[src/slpc_consts.vh]
// constants for the serial loopback and pattern check block
`ifndef SLPC_CONSTS_VH
`define SLPC_CONSTS_VH
`define SLPC_LB_OFF       2'h0
`define SLPC_LB_PRE       2'h1
`define SLPC_LB_POST      2'h2
`define SLPC_PAT_PRBS7    2'h0
`define SLPC_PAT_LOWF     2'h1
`define SLPC_LOWF_WORD    10'h3E0
`define SLPC_PRBS_SEED    7'h7F
`define SLPC_PRBS_PERIOD  7'h7F
`define SLPC_ERR_HOLD     2'h3
`define SLPC_ERR_CNT_W    2
`endif

[src/slpc_prbs_gen.v]
// prbs7 / low-frequency word generator, cleared by the transmit reset
`timescale 1ns/1ps
`include "slpc_consts.vh"
module slpc_prbs_gen #(
    parameter W = 10
) (
    input  wire         clk,
    input  wire         tx_rst,
    input  wire         lowf_sel,
    output reg  [W-1:0] word_q
);
    reg  [6:0]   lfsr_q;
    reg  [6:0]   l;
    reg  [W-1:0] w;
    integer      i;

    always @* begin
        l = lfsr_q;
        w = {W{1'b0}};
        for (i = 0; i < W; i = i + 1) begin
            w[i] = l[6];
            l    = {l[5:0], l[6] ^ l[5]};
        end
    end

    always @(posedge clk or posedge tx_rst) begin
        if (tx_rst) begin
            lfsr_q <= `SLPC_PRBS_SEED;
            word_q <= {W{1'b0}};
        end else begin
            lfsr_q <= l;
            word_q <= lowf_sel ? `SLPC_LOWF_WORD : w;
        end
    end
endmodule

[src/slpc_top.v]
// serial loopback path plus prbs generator and verifier
`timescale 1ns/1ps
`include "slpc_consts.vh"
module slpc_top #(
    parameter W = 10
) (
    input  wire         SYS_CLK,
    input  wire         SYS_RST,
    input  wire         TX_DIG_RST,
    input  wire         RX_DIG_RST,
    input  wire         XAUI_MODE,
    input  wire [1:0]   LB_MODE,
    input  wire         SER_LB_EN,
    input  wire         BIST_EN,
    input  wire         LOWF_SEL,
    input  wire         PREEMPH_EN,
    input  wire         ALIGNED,
    input  wire [W-1:0] RX_RAW,
    input  wire [W-1:0] RX_CDR,
    input  wire [W-1:0] TX_FABRIC,
    output reg  [W-1:0] TX_OUT,
    output reg          TX_PREEMPH,
    output reg          TX_STAGES_EN,
    output reg  [W-1:0] RX_FABRIC,
    output reg          BIST_DONE,
    output reg          BIST_ERR
);
    // receive word, aligned and rx reset pins pass two flops before use
    reg  [W-1:0]               raw_m_q;
    reg  [W-1:0]               raw_q;
    reg  [W-1:0]               cdr_m_q;
    reg  [W-1:0]               cdr_q;
    reg                        al_m_q;
    reg                        al_q;
    reg                        rxr_m_q;
    reg                        rxr_q;
    reg  [W-1:0]               gen_q;
    wire [W-1:0]               gen_word;
    reg  [1:0]                 lb_q;
    reg  [6:0]                 ref_q;
    reg  [6:0]                 r;
    reg  [6:0]                 seed_s;
    reg  [6:0]                 seed_d;
    reg  [W-1:0]               exp_w;
    reg                        locked_q;
    reg  [6:0]                 cnt_q;
    reg                        seq_err_q;
    reg  [`SLPC_ERR_CNT_W-1:0] hold_q;
    wire [W-1:0]               rx_word;
    wire                       lowf_ok;
    wire                       mism;
    integer                    i;

    always @(posedge SYS_CLK or posedge SYS_RST) begin
        if (SYS_RST) begin
            raw_m_q <= {W{1'b0}};
            raw_q   <= {W{1'b0}};
            cdr_m_q <= {W{1'b0}};
            cdr_q   <= {W{1'b0}};
            al_m_q  <= 1'b0;
            al_q    <= 1'b0;
            // rx reset reads as held until the sync sees the pin
            rxr_m_q <= 1'b1;
            rxr_q   <= 1'b1;
        end else begin
            raw_m_q <= RX_RAW;
            raw_q   <= raw_m_q;
            cdr_m_q <= RX_CDR;
            cdr_q   <= cdr_m_q;
            al_m_q  <= ALIGNED;
            al_q    <= al_m_q;
            rxr_m_q <= RX_DIG_RST;
            rxr_q   <= rxr_m_q;
        end
    end

    // low frequency only at 10 bits
    assign lowf_ok = LOWF_SEL && (W == 10);

    slpc_prbs_gen #(
        .W (W)
    ) u_gen (
        .clk      (SYS_CLK),
        .tx_rst   (SYS_RST | TX_DIG_RST),
        .lowf_sel (lowf_ok),
        .word_q   (gen_word)
    );

    assign rx_word = (BIST_EN && SER_LB_EN) ? gen_word : cdr_q;

    always @(posedge SYS_CLK or posedge SYS_RST) begin
        if (SYS_RST) begin
            lb_q         <= `SLPC_LB_OFF;
            TX_OUT       <= {W{1'b0}};
            TX_PREEMPH   <= 1'b0;
            TX_STAGES_EN <= 1'b1;
            RX_FABRIC    <= {W{1'b0}};
            gen_q        <= {W{1'b0}};
        end else begin
            // no loopback in xaui; mode set by reconfiguration only
            lb_q  <= XAUI_MODE ? `SLPC_LB_OFF : LB_MODE;
            // extra stage keeps bist words in step with other sources
            gen_q <= gen_word;
            if (lb_q == `SLPC_LB_PRE)
                TX_OUT <= raw_q;
            else if (lb_q == `SLPC_LB_POST)
                TX_OUT <= cdr_q;
            else if (BIST_EN)
                TX_OUT <= gen_q;
            else
                TX_OUT <= TX_FABRIC;
            TX_STAGES_EN <= (lb_q == `SLPC_LB_OFF);
            TX_PREEMPH   <= PREEMPH_EN && (lb_q != `SLPC_LB_PRE);
            RX_FABRIC    <= rx_word;
        end
    end

    // expected word from the self-synchronising reference lfsr
    always @* begin
        r     = ref_q;
        exp_w = {W{1'b0}};
        for (i = 0; i < W; i = i + 1) begin
            exp_w[i] = r[6];
            r        = {r[5:0], r[6] ^ r[5]};
        end
        // first aligned word holds the lfsr state bits msb-first
        seed_s = 7'h00;
        for (i = 0; i < 7; i = i + 1) begin
            seed_s[6-i] = rx_word[i];
        end
        // step past that word so the seed meets the next one
        seed_d = seed_s;
        for (i = 0; i < W; i = i + 1) begin
            seed_d = {seed_d[5:0], seed_d[6] ^ seed_d[5]};
        end
    end
    // no errors counted before the checker has locked
    assign mism = locked_q && (exp_w != rx_word);

    always @(posedge SYS_CLK or posedge SYS_RST) begin
        if (SYS_RST) begin
            ref_q     <= `SLPC_PRBS_SEED;
            locked_q  <= 1'b0;
            cnt_q     <= 7'h00;
            seq_err_q <= 1'b0;
            hold_q    <= {`SLPC_ERR_CNT_W{1'b0}};
            BIST_DONE <= 1'b0;
            BIST_ERR  <= 1'b0;
        end else if (rxr_q || lowf_ok) begin
            // no status for low-frequency pattern or in rx reset
            ref_q     <= `SLPC_PRBS_SEED;
            locked_q  <= 1'b0;
            cnt_q     <= 7'h00;
            seq_err_q <= 1'b0;
            hold_q    <= {`SLPC_ERR_CNT_W{1'b0}};
            BIST_DONE <= 1'b0;
            BIST_ERR  <= 1'b0;
        end else if (!BIST_EN) begin
            // checker idles; flags stay until rx reset, system reset or low-frequency select
            ref_q     <= `SLPC_PRBS_SEED;
            locked_q  <= 1'b0;
            cnt_q     <= 7'h00;
            seq_err_q <= 1'b0;
            hold_q    <= {`SLPC_ERR_CNT_W{1'b0}};
        end else if (al_q) begin
            // seed from the first aligned word, then free-run
            if (!locked_q) begin
                ref_q    <= seed_d;
                locked_q <= 1'b1;
            end else begin
                ref_q <= r;
            end
            if (locked_q) begin
                if (cnt_q == `SLPC_PRBS_PERIOD - 7'h01) begin
                    cnt_q <= 7'h00;
                    // done after one full cycle, sticky
                    BIST_DONE <= 1'b1;
                    if (!seq_err_q && !mism && hold_q == 2'h0)
                        BIST_ERR <= 1'b0;
                    seq_err_q <= 1'b0;
                end else begin
                    cnt_q <= cnt_q + 7'h01;
                    if (mism)
                        seq_err_q <= 1'b1;
                end
            end
            // error held at least three cycles
            if (BIST_DONE && mism) begin
                BIST_ERR <= 1'b1;
                hold_q   <= `SLPC_ERR_HOLD;
            end else if (hold_q != 2'h0) begin
                // minimum-width timer ages on aligned words only
                hold_q <= hold_q - 2'h1;
            end
        end
    end
endmodule

[config.mk]
export PLATFORM = sky130hd
export DESIGN_NAME = slpc_top
export DESIGN_NICKNAME = d
export VERILOG_FILES = /design/src/slpc_prbs_gen.v /design/src/slpc_top.v
export VERILOG_INCLUDE_DIRS = /design/src /design/src/src
export SDC_FILE = /design/constraint.sdc
export NUM_CORES = 1
export LEC_CHECK = 0
export BUFFER_PORTS_ARGS = -buffer_cell sky130_fd_sc_hd__clkbuf_2
export CAP_MARGIN = 20
export CORE_MARGIN = 10
export CORE_UTILIZATION = 46
export DETAILED_ROUTE_END_ITERATION = 8
export PLACE_DENSITY = 0.68
export SYNTH_ARGS = -nofsm -noshare
export SYNTH_HDL_FRONTEND = slang
export SYNTH_SLANG_ARGS = --single-unit
[constraint.sdc]
create_clock -name SYS_CLK -period 9.5 [get_ports SYS_CLK]
set_input_delay 1.425 -clock SYS_CLK [delete_from_list [all_inputs] [get_ports SYS_CLK]]
set_output_delay 1.425 -clock SYS_CLK [all_outputs]
set_load 0.03 [all_outputs]
==> summary.md <==
| Metric | Value |
|---|---|
| Timing-limited maximum frequency | 0.331 GHz |
| Startpoint types | input port |
| Fill cell count | 851 |
| Fraction of synthesized cell area in xor and xnor cells | 0.0612 |
| # diodes | 0 |
| First-pass detailed-route iteration total | 4 |
| Total of buffers placed on input and output ports | 65 |
| Cell with the largest stage delay on the worst path | sky130_fd_sc_hd__clkbuf_2 |
| Via count of the first global-routing pass | 3274 |
| Mapped Cells | 387 |
| Largest net degree at the start of global routing | 77 |
| Area growth from synthesis to layout | 20.9% |
| Post-cts gate resize count | 0 |
| Slew at the pin closest to its max-slew limit | 944 ps |
| Number of synthesized register bits | 115 |
| Antenna Violating Nets Remaining | 0 |
| Maximum fanout along the worst path | 23 |
| Maximum buffer depth of the clock tree | 2 |
| Depth of the worst hold-timing path | 0 |
| Synthesis Warnings | 0 |
| Largest family of logic cells by synthesized area | compound AO/OA/AOI/OAI gates |
| Number of vias per cell after detailed routing | 5.05 |
| Number of antenna violations at the first check in global routing | 0 |
| Total via count in the routed design | 3018 |
| Starting density of the core | 0.477 |
| Leakage power summed over all cells | 2.64 nW |
| Result of the run | completed |
| Unrepaired setup endpoints after global routing | false |
| Asr flop ratio synth | 1.00 |
| Max capacitance violation total | 0 |
| RR Endpoint | seq_err_q |
| Mean routed wirelength per cell | 16.6 µm |
| Post-Synthesis Net Count | 432 |
| Final critical-path required period | 3020 ps |
| Accumulated negative setup slack | 0 ps |
| Aggregate routed wire length | 9940 µm |
| Class of the most critical setup path | input port to flip-flop |
| Post-CTS setup buffer count | 0 |
| Standard cell core area | 0.00991 mm² |
| TritonCTS Sinks | 115 |
| Setup-violating endpoint count in the final report | 0 |
| Synthesized-area fraction occupied by and/or/nand/nor cells | 0.101 |
| Critical Path Sink Type | flip-flop |
| Horizontal extent of the die | 121 µm |
| Post-route non-filler standard cell count | 598 |
| Unique masters post-synth | 49 |
| Number of placed I/O pins | 66 |
| Synthesized-area fraction occupied by ao, oa, aoi and oai cells | 0.113 |
| Most used DFF post-synth | sky130_fd_sc_hd__dfrtp_1 |
| Post-synth EDFFs | 0 |
| Clock tree from TritonCTS | yes |
| Routability cong. | 0.854 |
| Min-delay worst type | flip-flop to flip-flop |
| Peak supply drop | 0.000105 V |
| Crit-path leading delay family | compound AO/OA/AOI/OAI gates |
| Final clock period utilization by the worst path | 0.318 |
| Number of buffers inserted by hold repair at cts | 0 |
| Mux contribution to synthesized area | 0.0681 |
| Remaining global-route overflow | 0 |
| Register Area | 0.00290 mm² |
| Multi-input logic area | 0.00166 mm² |
| Arr. time, crit path | 3390 ps |
| Data required time at the worst endpoint | 9860 ps |
| Endpoints failing hold | 0 |
| Power density over the cells | 215 mW/mm² |
| Clock-pin slew reported for the worst setup and hold paths after clock tree synthesis | 60 ps |
| Total Routing Usage GR | 0.147 |
| Nets | 497 |
| HPWL Detailed | 6960 µm |
| Fraction of final layout cells sized beyond drive strength 1 | 0.329 |
| Minimum setup slack among reg-to-reg paths | 7490 ps |
| Final-report max-slew violation count | 0 |
| Mean post-synth cell area | 12.2 µm² |
| Slew margin rel. | 0.371 |
| Number of buffer and inverter instances along the worst setup path | 1 |
| First-pass GRT wire length | 16800 µm |
| HP Start | cdr_m_q[6] |
| Num rows | 36 |
| WHS Endpoint | cdr_q[6] |
| Y dimension of the die | 121 µm |
| Remaining routing DRC violations | 0 |
| Fraction of the mapped netlist area in adder cells | 0.00794 |
| Final Skew | 6.73 ps |
| First DRT Iteration DRCs | 217 |
| Post-Place Cells | 566 |
| Clock root buffer | sky130_fd_sc_hd__clkbuf_8 |
| Reg-to-Reg Start | u_gen.word_q[7] |
| Overall die area | 0.0147 mm² |
| Cells along the critical path | clkbuf_2, a21boi_0, or3_1, a2111oi_2, o21ai_1, o21ai_0, a221oi_1 |
| Syn Std Cell Area | 0.00472 mm² |
| Cell count of the worst reg-to-reg path | 6 |
| Total clock buffers created by CTS | 17 |
| Fraction of the yosys area taken by sequential cells | 0.614 |
| Max incr delay on CP | 420 ps |
| Worst-Skew Late Latency | 510 ps |
| H-tree depth | 4 |
[registers in the layout, indices dropped and copies added, names as in the netlist, 2 cells and up]
signal / cells
cdr_q: 10
u_gen.lfsr_q: 7
raw_m_q: 10
u_gen.word_q: 10
cdr_m_q: 10
gen_q: 10
cnt_q: 7
lb_q: 2
TX_OUT: 10
hold_q: 2
RX_FABRIC: 10
ref_q: 7
raw_q: 10
[report_power, final]
part / switching (mW) / internal (mW) / leakage [nW]
registers: 0.0136 / 0.513 / 1.39
clock network: 0.227 / 0.383 / 0.279
logic: 0.0575 / 0.0351 / 0.969
[worst max path at each step]
stage / start / depth (start not counted) / end / slack (ps)
after floorplan: SYS_RST / 1 / BIST_DONE / 5530
after global placement: BIST_EN / 7 / hold_q[1] / 6070
after detailed placement: BIST_EN / 7 / seq_err_q / 5990
after CTS: BIST_EN / 7 / BIST_ERR / 6510
after global routing: BIST_EN / 7 / seq_err_q / 6300
final: BIST_EN / 7 / seq_err_q / 6480
[placed cells by master, fill, tap and decap left out, drive strengths merged, types with 2 or more instances in the layout]
cell type / synthesis / routed
nand3: 5 / 5
nor3: 5 / 5
a2111oi: 3 / 3
xor2: 15 / 15
clkinv: 0 / 6
o21ai: 24 / 24
clkbuf: 17 / 84
ha: 3 / 3
o2111ai: 3 / 3
a31oi: 5 / 5
a311oi: 2 / 2
clkinvlp: 0 / 2
a21oi: 8 / 8
and3: 4 / 4
and2: 5 / 5
bufinv: 0 / 2
nor2b: 9 / 9
nand2: 28 / 28
o211ai: 16 / 16
or2: 15 / 15
buf: 4 / 2
dfstp: 17 / 17
xnor2: 18 / 18
nand2b: 3 / 3
dfrtp: 98 / 98
mux2: 10 / 10
mux2i: 18 / 18
inv: 16 / 19
nor2: 18 / 18
a21boi: 4 / 4
nor4: 2 / 2
[cells by family after synthesis]
kind of cell,count (synthesis)
XOR/XNOR,33
adder cells (fa/ha/maj),3
AND/OR/NAND/NOR,95
multiplexers,28
flip-flops,115
buffers and inverters,37
AO/OA/AOI/OAI,76
[routing by layer]
| metal | up-vias | part of all wire | GRT usage |
|---|---|---|---|
| li1 | 1459 | - | - |
| met1 | 1494 | 0.44 | 0.175 |
| met2 | 57 | 0.49 | 0.233 |
| met3 | 8 | 0.055 | 0.0568 |
| met4 | 0 | 0.011 | 0.0589 |
| met5 | - | 0 | 0 |
[synthesized netlist by cell type (3+ instances only)]
library cell,instances,area (µm²)
sky130_fd_sc_hd__dfrtp_1,98,2450
sky130_fd_sc_hd__nand2_1,28,105
sky130_fd_sc_hd__o21ai_0,23,115
sky130_fd_sc_hd__nor2_1,18,67.6
sky130_fd_sc_hd__xnor2_1,18,158
sky130_fd_sc_hd__clkbuf_1,17,63.8
sky130_fd_sc_hd__dfstp_2,17,447
sky130_fd_sc_hd__inv_1,16,60.1
sky130_fd_sc_hd__o211ai_1,16,120
sky130_fd_sc_hd__mux2i_1,15,150
sky130_fd_sc_hd__or2_2,15,93.8
sky130_fd_sc_hd__xor2_1,15,131
sky130_fd_sc_hd__mux2_2,10,113
sky130_fd_sc_hd__nor2b_1,9,56.3
sky130_fd_sc_hd__a21oi_1,8,40.0
sky130_fd_sc_hd__a31oi_1,5,31.3
sky130_fd_sc_hd__nand3_1,5,25.0
sky130_fd_sc_hd__nor3_1,5,25.0
sky130_fd_sc_hd__a21boi_0,4,30.0
sky130_fd_sc_hd__and2_1,4,25.0
sky130_fd_sc_hd__a2111oi_2,3,45.0
sky130_fd_sc_hd__and3_1,3,18.8
sky130_fd_sc_hd__ha_1,3,37.5
sky130_fd_sc_hd__nand2b_1,3,18.8
[worst reg2reg max path, stage by stage, from the launching register on]
cell and delay, ps:
sky130_fd_sc_hd__dfrtp_1 410, sky130_fd_sc_hd__and3_1 180, sky130_fd_sc_hd__or3_1 380, sky130_fd_sc_hd__a2111oi_2 360, sky130_fd_sc_hd__o21ai_1 200, sky130_fd_sc_hd__o21ai_0 230
sky130_fd_sc_hd__a221oi_1 110
[stage by stage]
step | cell area [µm²] | utilization | hold slack (ps) | setup WS [ps] | power [mW]
global route | 5710 | 0.576 | 352 | 6300 | 1.28
detailed placement | 5130 | 0.518 | 335 | 5990 | 0.628
floorplan | 4720 | - | 331 | 5530 | 0.597
global placement | 5130 | 0.518 | 333 | 6070 | 0.626
CTS | 5710 | 0.576 | 344 | 6510 | 1.25
finish | 5710 | 0.576 | 342 | 6480 | 1.23
[cell type report]
class                      count  area share
tap                          133      0.0291
multi-input combinational    235       0.291
inverter                      16      0.0110
clock buffer                  19      0.0756
clock inverter                13      0.0263
timing repair buffer          67      0.0596
sequential                   115       0.508
(Power assumes the default switching activity.)
